**config.mk**
```make
export PLATFORM = sky130hd
export DESIGN_NAME = gimbal_angle_phase_counter
export DESIGN_NICKNAME = d
export VERILOG_FILES = /design/src/angle_pkg.sv /design/src/gate_counter.sv /design/src/gimbal_angle_phase_counter.sv
export SDC_FILE = /design/constraint.sdc
export NUM_CORES = 1
export LEC_CHECK = 0
export BUFFER_PORTS_ARGS = -buffer_cell sky130_fd_sc_hd__clkbuf_2
export CAP_MARGIN = 40
export CORE_ASPECT_RATIO = 1.25
export CORE_MARGIN = 5
export CORE_UTILIZATION = 45
export DETAILED_ROUTE_END_ITERATION = 8
export MAX_ROUTING_LAYER = met4
export PLACE_DENSITY = 0.61
export SLEW_MARGIN = 15
export SYNTH_ARGS = -nofsm -noshare
export SYNTH_HDL_FRONTEND = slang
export SYNTH_HIERARCHICAL = 1
export SYNTH_SLANG_ARGS = --single-unit
```
**constraint.sdc**
```tcl
create_clock -name SYS_CLK -period 2.25 [get_ports SYS_CLK]
set_clock_uncertainty 0.1 [all_clocks]
set_input_delay 0.1125 -clock SYS_CLK [delete_from_list [all_inputs] [get_ports SYS_CLK]]
set_output_delay 0.1125 -clock SYS_CLK [all_outputs]
set_load 0.1 [all_outputs]
```
**src/angle_pkg.sv**
```systemverilog
// Constants and types for the gimbal angle phase counter.
// Assumes a single 100 MHz system clock and zero-crossing comparator inputs.
package angle_pkg;
   localparam int AXES = 3;
   localparam int CNT_W = 12;
   localparam int unsigned SYS_CLK_HZ = 100_000_000;
   localparam int unsigned COUNT_CLK_HZ = 2_048_000;
   localparam int unsigned EXCITE_HZ = 1016;
   localparam int ACC_W = 32;
   // Phase accumulator step giving the counting rate from the system clock.
   localparam logic [ACC_W-1:0] COUNT_STEP =
      ACC_W'((64'(COUNT_CLK_HZ) << ACC_W) / 64'(SYS_CLK_HZ));
   // Two excitation periods in counting ticks plus 64 ticks of margin; no crossing means a lost channel.
   localparam int unsigned LOSS_TICKS = 2 * (COUNT_CLK_HZ / EXCITE_HZ) + 64;
   localparam logic [CNT_W-1:0] LOSS_LIMIT = CNT_W'(LOSS_TICKS);
   localparam logic [CNT_W-1:0] CNT_RESET = 12'h000;
   typedef enum logic [1:0] {
      GATE_IDLE = 2'b01,
      GATE_OPEN = 2'b10
   } gate_state_t;
endpackage

```
**src/gate_counter.sv**
```systemverilog
// One gated phase counter: a start crossing opens it, a stop crossing closes it.
// Assumes inputs are already synchronised and ticks are one-cycle pulses.
`timescale 1ns/1ps
module gate_counter (
   input wire logic clk,
   input wire logic rst,
   input wire logic tick,
   input wire logic start_edge,
   input wire logic stop_edge,
   output logic [angle_pkg::CNT_W-1:0] result,
   output logic done,
   output logic lost
);
   import angle_pkg::*;
   gate_state_t state_r, state_nxt;
   logic [CNT_W-1:0] cnt_r, cnt_nxt, result_r, result_nxt;
   logic [CNT_W-1:0] idle_r, idle_nxt;
   logic done_r, lost_r;
   wire opening = (state_r == GATE_IDLE) && start_edge;
   wire closing = (state_r == GATE_OPEN) && stop_edge;
   wire idle_full = (idle_r >= LOSS_LIMIT);
   always_comb begin
      state_nxt = state_r;
      cnt_nxt = cnt_r;
      result_nxt = result_r;
      unique case (state_r)
         GATE_IDLE: begin
            if (start_edge) begin
               state_nxt = GATE_OPEN;
               cnt_nxt = CNT_RESET;
            end
         end
         GATE_OPEN: begin
            if (stop_edge) begin
               state_nxt = GATE_IDLE;
               result_nxt = cnt_r;
            end else if (tick) begin
               cnt_nxt = cnt_r + 1'b1;
            end
         end
         default: state_nxt = GATE_IDLE;
      endcase
   end
   // The watchdog counts ticks since the last completed measurement.
   assign idle_nxt = closing ? CNT_RESET : (tick && !idle_full) ? idle_r + 1'b1 : idle_r;
   always_ff @(posedge clk) begin
      if (rst) begin
         state_r <= GATE_IDLE;
         cnt_r <= CNT_RESET;
         result_r <= CNT_RESET;
         idle_r <= CNT_RESET;
         done_r <= 1'b0;
         lost_r <= 1'b1;
      end else begin
         state_r <= state_nxt;
         cnt_r <= cnt_nxt;
         result_r <= result_nxt;
         idle_r <= idle_nxt;
         done_r <= closing;
         lost_r <= closing ? 1'b0 : (idle_full ? 1'b1 : lost_r);
      end
   end
   assign result = result_r;
   assign done = done_r;
   assign lost = lost_r;
   wire unused_ok = opening;
endmodule

```
**src/gimbal_angle_phase_counter.sv**
```systemverilog
// Top level: three pivots, each with a fine and a coarse gated phase counter.
// Assumes the crossing inputs are comparator levels from the analogue bridge.
`timescale 1ns/1ps
module gimbal_angle_phase_counter (
   // Clock and reset.
   input wire logic SYS_CLK,
   input wire logic SYS_RST,
   // Zero-crossing comparator levels, one bit per pivot X, Y, Z, and one shared excitation reference bit.
   input wire logic [angle_pkg::AXES-1:0] FINE_START_PHASE_SIGNAL,
   input wire logic [angle_pkg::AXES-1:0] FINE_STOP_PHASE_SIGNAL,
   input wire logic [angle_pkg::AXES-1:0] COARSE_START_SIGNAL,
   input wire logic RESOLVER_EXCITATION_REF,
   // Angle results.
   output logic [angle_pkg::CNT_W-1:0] ANGLE_X,
   output logic [angle_pkg::CNT_W-1:0] ANGLE_Y,
   output logic [angle_pkg::CNT_W-1:0] ANGLE_Z,
   output logic [angle_pkg::AXES-1:0] ANGLE_VALID,
   output logic [angle_pkg::AXES-1:0] FINE_LOST,
   output logic [angle_pkg::AXES-1:0] COARSE_USED
);
   import angle_pkg::*;
   localparam int NIN = 3 * AXES + 1;
   logic [NIN-1:0] sync1_r, sync2_r, prev_r;
   logic [ACC_W-1:0] fine_acc_r, coarse_acc_r;
   logic fine_tick_r, coarse_tick_r;
   logic [CNT_W-1:0] fine_res [AXES];
   logic [CNT_W-1:0] coarse_res [AXES];
   logic [AXES-1:0] fine_done, coarse_done, fine_lost, coarse_lost;
   logic [CNT_W-1:0] angle_r [AXES];
   logic [AXES-1:0] valid_r, used_r, lost_r;
   wire [NIN-1:0] pins = {RESOLVER_EXCITATION_REF, COARSE_START_SIGNAL,
                          FINE_STOP_PHASE_SIGNAL, FINE_START_PHASE_SIGNAL};
   wire [NIN-1:0] rise = sync2_r & ~prev_r;
   wire [ACC_W:0] fine_sum = {1'b0, fine_acc_r} + {1'b0, COUNT_STEP};
   wire [ACC_W:0] coarse_sum = {1'b0, coarse_acc_r} + {1'b0, COUNT_STEP};
   always_ff @(posedge SYS_CLK) begin
      if (SYS_RST) begin
         sync1_r <= '0;
         sync2_r <= '0;
         prev_r <= '0;
      end else begin
         sync1_r <= pins;
         sync2_r <= sync1_r;
         prev_r <= sync2_r;
      end
   end
   // Two tick sources share one step constant, so both follow the common standard.
   always_ff @(posedge SYS_CLK) begin
      if (SYS_RST) begin
         fine_acc_r <= '0;
         coarse_acc_r <= '0;
         fine_tick_r <= 1'b0;
         coarse_tick_r <= 1'b0;
      end else begin
         fine_acc_r <= fine_sum[ACC_W-1:0];
         coarse_acc_r <= coarse_sum[ACC_W-1:0];
         fine_tick_r <= fine_sum[ACC_W];
         coarse_tick_r <= coarse_sum[ACC_W];
      end
   end
   for (genvar a = 0; a < AXES; a++) begin : g_axis
      gate_counter u_fine (
         .clk(SYS_CLK),
         .rst(SYS_RST),
         .tick(fine_tick_r),
         .start_edge(rise[a]),
         .stop_edge(rise[AXES + a]),
         .result(fine_res[a]),
         .done(fine_done[a]),
         .lost(fine_lost[a])
      );
      gate_counter u_coarse (
         .clk(SYS_CLK),
         .rst(SYS_RST),
         .tick(coarse_tick_r),
         .start_edge(rise[2 * AXES + a]),
         .stop_edge(rise[3 * AXES]),
         .result(coarse_res[a]),
         .done(coarse_done[a]),
         .lost(coarse_lost[a])
      );
      wire take_coarse = fine_lost[a] && !coarse_lost[a];
      wire load = take_coarse ? coarse_done[a] : fine_done[a];
      always_ff @(posedge SYS_CLK) begin
         if (SYS_RST) begin
            angle_r[a] <= CNT_RESET;
            valid_r[a] <= 1'b0;
            used_r[a] <= 1'b0;
            lost_r[a] <= 1'b1;
         end else begin
            if (load) begin
               angle_r[a] <= take_coarse ? coarse_res[a] : fine_res[a];
            end
            valid_r[a] <= load;
            used_r[a] <= take_coarse;
            lost_r[a] <= fine_lost[a];
         end
      end
   end
   always_ff @(posedge SYS_CLK) begin
      if (SYS_RST) begin
         ANGLE_X <= CNT_RESET;
         ANGLE_Y <= CNT_RESET;
         ANGLE_Z <= CNT_RESET;
         ANGLE_VALID <= '0;
         FINE_LOST <= '1;
         COARSE_USED <= '0;
      end else begin
         ANGLE_X <= angle_r[0];
         ANGLE_Y <= angle_r[1];
         ANGLE_Z <= angle_r[2];
         ANGLE_VALID <= valid_r;
         FINE_LOST <= lost_r;
         COARSE_USED <= used_r;
      end
   end
endmodule

```
* After elaboration in Yosys (flattened, before gate mapping)
Memories as Yosys holds them, arrays and structs flattened. A register that Yosys moved wholly into a read port is not among the register bits.
Cells that the tools add are included.
** Cells by class
- Eq/ne operators :: 36
- Multiplexer cells :: 72
- Reduce and logical (&&, ||, !) cells :: 60
- Order comparisons :: 6
- Bitwise gates (word level) :: 5
- $add $sub $neg :: 14
** Operator list (count)
- two-way mux 12 bit :: 24
- adder 12 x 1 -> 12 bit, second input constant :: 12
- case mux 12 bit (2 select lines) :: 6
- greater-or-equal comparator 12 bit, second input constant :: 6
- adder 32 x 27 -> 33 bit, second input constant :: 2
- inequality test 2 bit, second input constant :: 24
- two-way mux 1 bit :: 26
- case mux 2 bit (2 select lines) :: 6
- AND reduction 2 bit :: 12
- AND reduction 4 bit :: 6
- nonzero test 2 bit :: 12
- two-way mux 2 bit :: 10
- logical AND 1 bit :: 15
- == test 2 x 1 -> 1 bit, second input constant :: 6
- == test 2 bit, second input constant :: 6
- OR reduction 2 bit :: 6
- AND 10 bit :: 1
- inverter 10 bit :: 1
- logical NOT 1 bit :: 9
- bitwise OR 1 bit :: 3
** Storage, ports and cells
- Input port bits :: 12
- RAM bits :: 36
- Memories kept :: 1
- Register bits after elaboration :: 354
** Memories
- angle_r :: words 3, bits a word 12, rd ports 3, clocked after memory_dff 3, write ports 3, line gimbal_angle_phase_counter.sv:29 : logic [CNT_W-1:0] angle_r [AXES];

* Depth between registers and ports, before layout
Gate-level depths: netlist (run 1).
- Word-level depth :: 7
- Gate-level depth with buffers :: 7

* Modules after synthesis
Netlist (run 1), hierarchy kept.
** By module, submodules not included
- gate_counter :: seq. area each 800.8 sq um, cells an instance 171, instances 6, area each 1725.4 sq um
- gimbal_angle_phase_counter :: seq. area each 4043.9 sq um, cells an instance 724, instances 1, area each 7128.1 sq um

* Worst setup path after synthesis (run 1)
OpenSTA, ideal clock, no wires.
- Kind :: register to register
- From :: register fine_acc_r[1]
- To :: register fine_acc_r[29]
- Stages on the path, launching flop included :: 8
- Path slack :: 0.110 ns
- Arrival time :: 1.916 ns
- Data required time :: 2.027 ns
- Buffers on the path :: 0
- Cells stage by stage :: dfxtp_1 > ha_1 > nand3_2 > a211oi_2 > nor3b_2 > o21ai_2 > a211oi_2 > mux2_1
** Between the ends
- Cells in the longest elaborated chain, start to end :: 1
** Ends and longest elaborated chain
- start: declaration :: line gimbal_angle_phase_counter.sv:24 : logic [ACC_W-1:0] fine_acc_r, coarse_acc_r;
- start signal: assignment :: line gimbal_angle_phase_counter.sv:55 : fine_acc_r <= fine_sum[ACC_W-1:0];
- adder 32 x 27 -> 33 bit :: line gimbal_angle_phase_counter.sv:34 : wire [ACC_W:0] fine_sum = {1'b0, fine_acc_r} + {1'b0, COUNT_STEP};
No other way between the ends.
A chain may end at the register's enable or synchronous reset.

* Worst setup path after layout (run 1)
- From :: register fine_acc_r[2]
- To :: register fine_acc_r[29]
The elaborated chain is that of the path after synthesis.

==> implementation parameters, run 1 <==
Parameter                              Value

Synth
  Post-synthesis net count    1782
  Dominant cells by area after synthesis    sky130_fd_sc_hd__dfxtp_1 (44%), sky130_fd_sc_hd__edfxtp_1 (6.2%), sky130_fd_sc_hd__xnor2_1 (5.0%)
  Summed instance area of the synthesized netlist    17480 um2
  Main combinational cell family by area after synthesis    simple AND/OR/NAND/NOR gates
  Main synth FF type    sky130_fd_sc_hd__dfxtp_1
  Register area share after synthesis    50.62%
  Xor and xnor area share after synthesis    about 6.6%
  Number of warnings reported in the yosys synthesis log    6
  Arithmetic-cell share of the synthesized area counting full adders, half adders and majority gates    1.432%
  Most repeated cell in the gate-level netlist after synthesis    sky130_fd_sc_hd__dfxtp_1
  Number of distinct library cells after synthesis    71
  Yosys top cell by area    sky130_fd_sc_hd__dfxtp_1
  Compound-cell area share of the yosys netlist    17.42%
  FFs w/ async S/R, synth    0%
  Number of synthesized flops with an enable pin    36
  Portion of netlist area occupied by mux cells    0.3006%
  Simple logic cell fraction of the synthesized area    21.05%
  Synthesized flop and latch total    424
  Gate count of the mapped netlist    around 1800
  Per-instance average area after synthesis    ~10 um2
  Fraction of synthesized cell area taken by the top area cell type    44.43%
  Commonest cells in the netlist    sky130_fd_sc_hd__dfxtp_1 (388), sky130_fd_sc_hd__nor2_1 (176), sky130_fd_sc_hd__nand2_1 (138)

STA
  Least-Margin Pin Slew    0.7857 ns
  Count of endpoints failing hold in the final timing report    0
  Final critical path time including I/O delays and setup    2.119 ns
  Post-route worst setup slack    approximately 0.13 ns
  Total Negative Setup Slacks    0 ns
  Remaining max-slew budget at the tightest pin    47.62%
  RSZ-0062 raised after global routing    false
  Final number of max-transition violations    0
  Max Clock Freq    471.8 MHz
  Worst hold margin    0.2345 ns
  Number of setup violations in the final report    0
  Final period util    a little over nine tenths

Die
  Boundary pin count    57
  Die X-Extent    approximately 190 um
  Die area    42910 um2
  Die Height    230.4 um
  Site row count    80
  Effective utilization at floorplan    45.60%
  Core area    38340 um2

Clock tree
  Maximum level of the CTS H-tree    2
  Number of buffers on the longest clock path    3
  Clock root buffer    sky130_fd_sc_hd__clkbuf_16
  Worst-Skew Late Latency    roughly 0.54 ns
  Number of sinks handled by clock tree synthesis    424
  Register clock-pin slew on the reported worst setup and hold paths    0.06 ns
  Total clock buffers created by CTS    43
  CTS tree    yes

Final layout
  Final core occ    between 50% and 60%
  P&R area growth vs syn    14.08%
  Number of antenna repair diodes    0
  Share of cells above drive strength 1    15.02%
  Total of fill cells in the finished design    about 3500
  Net count reported at finish    between 1500 and 2000

Worst setup path
  Slowest cell on the critical path    sky130_fd_sc_hd__dfxtp_2
  Critical-path cell list    ha_4 > nand3_2 > a211oi_2 > nor3b_4 > o21ai_4 > a211oi_2 > mux2_1
  WP data arrival    2.44 ns
  Setup slack, reg-to-reg    0.13 ns
  Startpoint-to-endpoint class of the critical path    reg2reg
  Worst path depth    7
  Startpoint type of the worst setup path    flip-flop
  Crit path max-delay family    compound AO/OA/AOI/OAI gates
  Start point of the critical path    fine_acc_r[2]
  Element type at the critical path end    flip-flop
  Critical path's most frequent cell    sky130_fd_sc_hd__a211oi_2
  Biggest cell delay along the critical path    0.37 ns
  End of the critical path    fine_acc_r[29]
  Number of cells traversed by the worst register-to-register path    7
  Critical path buffers and inverters    0
  R2r startpoint    fine_acc_r[2]
  CP max FO    5
  Data required time of the critical path    2.57 ns
  Endpoint of the worst register-to-register path    fine_acc_r[29]

Drt
  Final routed wire length divided by cell count    14.54 um
  Drt total wl    around 34 mm
  DRC    0
  Pre-antenna DRT Iters    4
  Via-per-instance ratio    between 5 and 6
  Routed via count    12620
  Number of nets with antenna violations after routing    0
  Violation count after the first detailed-routing iteration    658

Place
  Quantity of I/O buffers inserted on ports    56
  Gp weighted congestion    0.8662
  Post-place setup slack    -0.01447 ns
  HPWL Detailed    23.23 mm

Pwr
  Total power per unit cell area    about 840 nW/um2
  Max VDD drop    0.5868 mV
  Leakage component of the power    slightly above 7 nW

Min path
  Class of the tightest hold or removal check    in2reg

Global routing
  Number of antenna violations at the first check in global routing    0
  Pin count of the biggest net entering global routing    67
  Number of global-route vias before repair    roughly 12000
  Total routing usage reported by global routing    between 10% and 20%
  Wire length of the first global-routing pass    58.82 mm
  Overall overflow remaining after global route    0

Run
  Max_cap viols    0

Status
  Status    completed
==> final cells by class <==
class / instances / area [um2] / area share, %
Tap cell: 492 / 615.6 / 3.087
Clock inverter: 15 / 160.2 / 0.8031
Clock buffer: 61 / 1204 / 6.036
Timing Repair Buffer: 114 / 789.5 / 3.959
Multi-Input combinational cell: 1218 / 8202 / 41.13
Inverter: 32 / 120.1 / 0.6023
Sequential cell: 424 / 8851 / 44.38
==> tightest hold or removal path, stage by stage <==
cell and delay, ns:
sky130_fd_sc_hd__dlygate4sd3_1 0.52, sky130_fd_sc_hd__clkbuf_2 0.10, sky130_fd_sc_hd__nor2b_1 0.10
==> repair_timing <==
action / CTS / global route
hold buffers: 12 / 0
hold endpoints to repair: 29 / 0
pin swaps: 0 / 2
setup buffers: 1 / 1
setup endpoints to repair: 1 / 3
resized for setup: 1 / 5
==> metrics by stage <==
step	power, W	cells	area [um2]
2_1_floorplan	0.009567	1750	17480
6_report	0.01666	2356	19940
5_1_grt	0.01744	2356	19940
3_5_place_dp	0.009873	2266	18410
3_3_place_gp	0.009848	2266	18410
4_1_cts	0.01691	2355	19910
==> sequential cells by signal, summed over array words and instances, names as in the netlist, 36 cells and up <==
signal and flops:
g_axis.u_coarse/cnt_r 36, g_axis.u_fine/result 36, g_axis.u_coarse/idle_r 36, g_axis.u_coarse/result 36, g_axis.u_fine/idle_r 36, angle_r 36
g_axis.u_fine/cnt_r 36
==> cell usage in the layout (no fill, tap or decap), types with 10 or more instances in the layout <==
| master | count |
|---|---|
| sky130_fd_sc_hd__o31ai_1 | 13 |
| sky130_fd_sc_hd__a211oi_2 | 21 |
| sky130_fd_sc_hd__and3_1 | 16 |
| sky130_fd_sc_hd__a21oi_1 | 98 |
| sky130_fd_sc_hd__ha_1 | 19 |
| sky130_fd_sc_hd__o211ai_1 | 28 |
| sky130_fd_sc_hd__xnor2_1 | 100 |
| sky130_fd_sc_hd__edfxtp_1 | 36 |
| sky130_fd_sc_hd__nand2_1 | 138 |
| sky130_fd_sc_hd__a31oi_1 | 30 |
| sky130_fd_sc_hd__nor2_1 | 176 |
| sky130_fd_sc_hd__or2_2 | 11 |
| sky130_fd_sc_hd__nand3_1 | 40 |
| sky130_fd_sc_hd__clkbuf_2 | 55 |
| sky130_fd_sc_hd__nand4_1 | 36 |
| sky130_fd_sc_hd__or3_1 | 12 |
| sky130_fd_sc_hd__nand2b_1 | 30 |
| sky130_fd_sc_hd__nand4_2 | 12 |
| sky130_fd_sc_hd__clkbuf_16 | 43 |
| sky130_fd_sc_hd__nor2b_1 | 98 |
| sky130_fd_sc_hd__and2_1 | 12 |
| sky130_fd_sc_hd__and4_1 | 24 |
| sky130_fd_sc_hd__a22o_1 | 72 |
| sky130_fd_sc_hd__clkbuf_1 | 12 |
| sky130_fd_sc_hd__o21ai_0 | 32 |
| sky130_fd_sc_hd__buf_4 | 43 |
| sky130_fd_sc_hd__a2111oi_2 | 30 |
| sky130_fd_sc_hd__nor4_1 | 10 |
| sky130_fd_sc_hd__xor2_1 | 31 |
| sky130_fd_sc_hd__nor3_1 | 13 |
| sky130_fd_sc_hd__inv_1 | 32 |
| sky130_fd_sc_hd__dfxtp_1 | 386 |
| sky130_fd_sc_hd__dlygate4sd3_1 | 12 |
==> worst min-delay path by stage <==
stage	start	end	slack, ns	cells after the start
after floorplan	FINE_START_PHASE_SIGNAL[0]	sync1_r[0]	0.14	1
after global placement	FINE_STOP_PHASE_SIGNAL[2]	sync1_r[5]	0.23	2
after detailed placement	FINE_STOP_PHASE_SIGNAL[2]	sync1_r[5]	0.23	2
after CTS	FINE_STOP_PHASE_SIGNAL[1]	sync1_r[4]	0.19	3
after global routing	FINE_STOP_PHASE_SIGNAL[0]	sync1_r[3]	0.24	3
final	FINE_START_PHASE_SIGNAL[2]	sync1_r[2]	0.23	3
==> cell families after synthesis <==
| group | count (synthesis) |
|---|---|
| flip-flops | 424 |
| AND/OR/NAND/NOR | 673 |
| AO/OA/AOI/OAI | 389 |
| multiplexers | 5 |
| adder cells (fa/ha/maj) | 20 |
| XOR/XNOR | 131 |
| buffers and inverters | 108 |
==> power by group <==
part	switching (W)	internal [W]	total, W
logic	0.000883	0.000581	0.00146
registers	0.000355	0.00792	0.00828
clock network	0.00285	0.00407	0.00692
==> per-layer routing <==
metal	global-route usage (%)	wire length, um	up-vias
met3	2.740	1154	61
met4	4.920	758	0
met2	27.35	16970	163
met5	-	0	-
li1	-	-	6458
met1	20.42	15390	5942
No activity file was read; power rests on OpenSTA's default activity.
==> inputs of run 2 (changes only) <==
--- a/config.mk
+++ b/config.mk
@@ -11,8 +11,8 @@
 export CORE_MARGIN = 5
 export CORE_UTILIZATION = 45
 export DETAILED_ROUTE_END_ITERATION = 8
-export MAX_ROUTING_LAYER = met4
 export PLACE_DENSITY = 0.61
+export SETUP_SLACK_MARGIN = 0.4
 export SLEW_MARGIN = 15
 export SYNTH_ARGS = -nofsm -noshare
 export SYNTH_HDL_FRONTEND = slang
==> run 2 against run 1 <==
  * The flow now finishes with violations (hold timing)
  * Sequential share of layout area decreased by 1.5 points
  * Setup slack improved by 0.10 ns
  * Clock power increased by 5.8%
  * Sequential cell count unchanged
  * Hold slack got worse by 0.25 ns
  * First-iteration DRC count decreased by 7.3%
  * Maximum frequency increased by 5.1%
  * Global-route usage about the same
  * Clock-buffer cell count decreased by 3
  * Critical endpoint is now fine_acc_r[25]
  * Largest cell class unchanged
==> implementation parameters, run 2 (synthesis results as in run 1) <==
Parameter                              Value

Drt
  Routed met1 length    16.16 mm (was 15.39 mm)
  Violation count after the first detailed-routing iteration    610 (was 658)
  Sum of met3 wire segment lengths after detailed routing    1.162 mm (was 1.154 mm)
  Drt total wl    35.72 mm (was 34.27 mm)
  Total length of routed met2 wires    17.45 mm (was 16.97 mm)
  DR top layer    met4 (unchanged)
  Pre-antenna DRT Iters    4 (unchanged)
  DRC    0 (unchanged)
  Final routed wire length divided by cell count    14.90 um (was 14.54 um)
  Routed via count    12820 (was 12620)
  Number of nets with antenna violations after routing    0 (unchanged)
  Via-per-instance ratio    5.348 (was 5.358)

Clock tree
  Register clock-pin slew on the reported worst setup and hold paths    0.06 ns (about the same)
  CTS tree    yes (unchanged)
  Total clock buffers created by CTS    44 (was 43)
  Number of sinks handled by clock tree synthesis    424 (unchanged)
  Worst-Skew Late Latency    0.55 ns (was 0.54 ns)
  Maximum level of the CTS H-tree    2 (unchanged)
  Number of buffers on the longest clock path    3 (unchanged)
  Clock root buffer    sky130_fd_sc_hd__clkbuf_16 (unchanged)

Global routing
  Number of global-route vias before repair    12510 (was 12290)
  Number of antenna violations at the first check in global routing    0 (unchanged)
  Overall overflow remaining after global route    0 (unchanged)
  Pin count of the biggest net entering global routing    97 (was 67)
  Total routing usage reported by global routing    16.38% (was 16.40%)
  Wire length of the first global-routing pass    60.46 mm (was 58.82 mm)

Worst setup path
  R2r startpoint    fine_acc_r[1] (was fine_acc_r[2])
  CP max FO    4 (was 5)
  Critical path buffers and inverters    0 (unchanged)
  Element type at the critical path end    flip-flop (unchanged)
  Biggest cell delay along the critical path    0.37 ns (about the same)
  Critical-path cell list    ha_4 > a311o_1 > a21o_1 > a221o_1 > a31oi_1 > xor2_1 > nor2_1 (was ha_4 > nand3_2 > a211oi_2 > nor3b_4 > o21ai_4 > a211oi_2 > mux2_1)
  Endpoint of the worst register-to-register path    fine_acc_r[25] (was fine_acc_r[29])
  Slowest cell on the critical path    sky130_fd_sc_hd__a221o_1 (was sky130_fd_sc_hd__dfxtp_2)
  Startpoint-to-endpoint class of the critical path    reg2reg (unchanged)
  Number of cells traversed by the worst register-to-register path    7 (unchanged)
  WP data arrival    2.34 ns (was 2.44 ns)
  Crit path max-delay family    compound AO/OA/AOI/OAI gates (unchanged)
  Startpoint type of the worst setup path    flip-flop (unchanged)
  Data required time of the critical path    2.57 ns (about the same)
  Setup slack, reg-to-reg    0.23 ns (was 0.13 ns)

Pwr
  Share of total power in combinational logic    9.6% (was 8.8%)
  Leakage component of the power    7.362 nW (was 7.080 nW)
  Share of total power in sequential cells    48.1% (was 49.7%)
  Clock Power Share    42.3% (was 41.5%)
  Switching share of total power    25.07% (was 24.52%)
  Internal power component    0.01298 W (was 0.01257 W)
  Total power per unit cell area    834.2 nW/um2 (was 835.3 nW/um2)
  NetSw    0.004343 W (was 0.004085 W)
  Max VDD drop    0.6036 mV (was 0.5868 mV)

Die
  Boundary pin count    57 (unchanged)
  Die Height    230.4 um (unchanged)
  Die area    42910 um2 (unchanged)
  Core area    38340 um2 (unchanged)
  Site row count    80 (unchanged)
  Effective utilization at floorplan    45.60% (unchanged)
  Die X-Extent    186.3 um (unchanged)

Min path
  Start point of the worst min-delay path    SYS_RST (was FINE_START_PHASE_SIGNAL[2])
  End point of the worst hold path    ANGLE_Z[1] (was sync1_r[2])
  Class of the tightest hold or removal check    in2reg (unchanged)
  Hold depth    3 (unchanged)

Place
  Dpl cell area    18400 um2 (was 18410 um2)
  Gp weighted congestion    0.7894 (was 0.8662)
  Quantity of I/O buffers inserted on ports    56 (unchanged)
  HPWL Detailed    23.58 mm (was 23.23 mm)

STA
  Final period util    89.60% (was 94.20%)
  Count of endpoints failing hold in the final timing report    2 (was 0)
  Final number of max-transition violations    0 (unchanged)
  Max Clock Freq    496.0 MHz (was 471.8 MHz)
  Least-Margin Pin Slew    0.5868 ns (was 0.7857 ns)
  RSZ-0062 raised after global routing    true (was false)
  Remaining max-slew budget at the tightest pin    60.84% (was 47.62%)
  Worst hold margin    -0.01166 ns (was 0.2345 ns)
  Total Negative Setup Slacks    0 ns (unchanged)
  Final critical path time including I/O delays and setup    2.016 ns (was 2.119 ns)
  Number of setup violations in the final report    0 (unchanged)

Status
  Violations in the final reports    hold timing
  Status    finished, violations left (was completed)

Final layout
  Cell area after layout    20770 um2 (was 19940 um2)
  P&R area growth vs syn    18.80% (was 14.08%)
  Share of cells above drive strength 1    19.90% (was 15.02%)
  Sequential standard cell area    8912 um2 (was 8851 um2)
  Area of the multi-input gates    8549 um2 (was 8202 um2)
  Commonest non-fill, non-tap cell in the layout    sky130_fd_sc_hd__dfxtp_1 (unchanged)
  Number of antenna repair diodes    0 (unchanged)
  Most frequent cells in the layout    sky130_fd_sc_hd__dfxtp_1 (353), sky130_fd_sc_hd__nor2_1 (173), sky130_fd_sc_hd__nand2_1 (134) (was sky130_fd_sc_hd__dfxtp_1 (386), sky130_fd_sc_hd__nor2_1 (176), sky130_fd_sc_hd__nand2_1 (138))
  Total of fill cells in the finished design    3451 (was 3456)
  Net count reported at finish    1901 (was 1865)

Run
  Max_cap viols    0 (unchanged)
-- run 2: cell types whose count changed in the layout (fill, tap and decap cells not counted), moves of 8 or more --
cell / delta
sky130_fd_sc_hd__buf_4: +22
sky130_fd_sc_hd__clkbuf_1: -8
sky130_fd_sc_hd__dfxtp_1: -33
sky130_fd_sc_hd__dfxtp_2: +25
sky130_fd_sc_hd__dfxtp_4: +8
sky130_fd_sc_hd__dlygate4sd3_1: +13
-- run 2: how the worst max path moves through the flow --
stage / cells after the start / endpoint / start / slack, ns
3_5_place_dp: 7 / fine_acc_r[29] / fine_acc_r[2] / 0.07
3_3_place_gp: 7 / fine_acc_r[29] / fine_acc_r[1] / 0.16
5_1_grt: 7 / fine_acc_r[25] / fine_acc_r[1] / 0.17
2_1_floorplan: 7 / fine_acc_r[29] / fine_acc_r[1] / 0.26
4_1_cts: 7 / fine_acc_r[25] / fine_acc_r[1] / 0.20
6_report: 7 / fine_acc_r[25] / fine_acc_r[1] / 0.23
-- run 2: final cells by class --
class / count / share of cell area, %
Clock inverter: 24 / 1.054
Timing Repair Buffer: 149 / 5.224
Clock buffer: 58 / 6.091
Sequential cell: 424 / 42.92
Multi-Input combinational cell: 1218 / 41.17
Inverter: 32 / 0.5784
Tap cell: 492 / 2.964
-- run 2: routing by layer --
metal	vias to the layer above	GRT usage, %
met5	-	0
met4	0	5.216
met3	68	2.567
met2	171	27.85
met1	6064	21.30
li1	6515	-
-- run 2: worst register-to-register path, stage by stage, from the launching register on --
cell and delay [ns]:
sky130_fd_sc_hd__dfxtp_4 0.36, sky130_fd_sc_hd__ha_4 0.17, sky130_fd_sc_hd__a311o_1 0.29, sky130_fd_sc_hd__a21o_1 0.18, sky130_fd_sc_hd__a221o_1 0.37, sky130_fd_sc_hd__a31oi_1 0.22, sky130_fd_sc_hd__xor2_1 0.17, sky130_fd_sc_hd__nor2_1 0.05
-- run 2: power by group through the flow --
| stage | registers, W | clock network [W] | logic [W] |
|---|---|---|---|
| CTS | 0.00830 | 0.00754 | 0.00153 |
| detailed placement | 0.00844 | 0 | 0.00145 |
| global route | 0.00839 | 0.00789 | 0.00182 |
| global placement | 0.00843 | 0 | 0.00142 |
| finish | 0.00834 | 0.00732 | 0.00166 |
| floorplan | 0.00850 | 0 | 0.00109 |
-- run 2: per-stage QoR --
step	instances	utilization, %	power [W]	setup slack (ns)
global placement	2258	47.99	0.009858	0.1602
CTS	2373	52.94	0.01737	0.2020
floorplan	1750	-	0.009591	0.2613
global route	2397	54.17	0.01810	0.1651
finish	2397	54.17	0.01732	0.2339
detailed placement	2258	47.99	0.009886	0.07367
-- run 2: repair_timing --
item                                    in CTS  in global routing
pin swaps                                    8                 40
endpoints found under the setup margin      33                129
setup buffers                                8                 24
endpoints found under the hold margin       57                  0
gates resized for setup                     27                 72
hold buffers                                25                  0
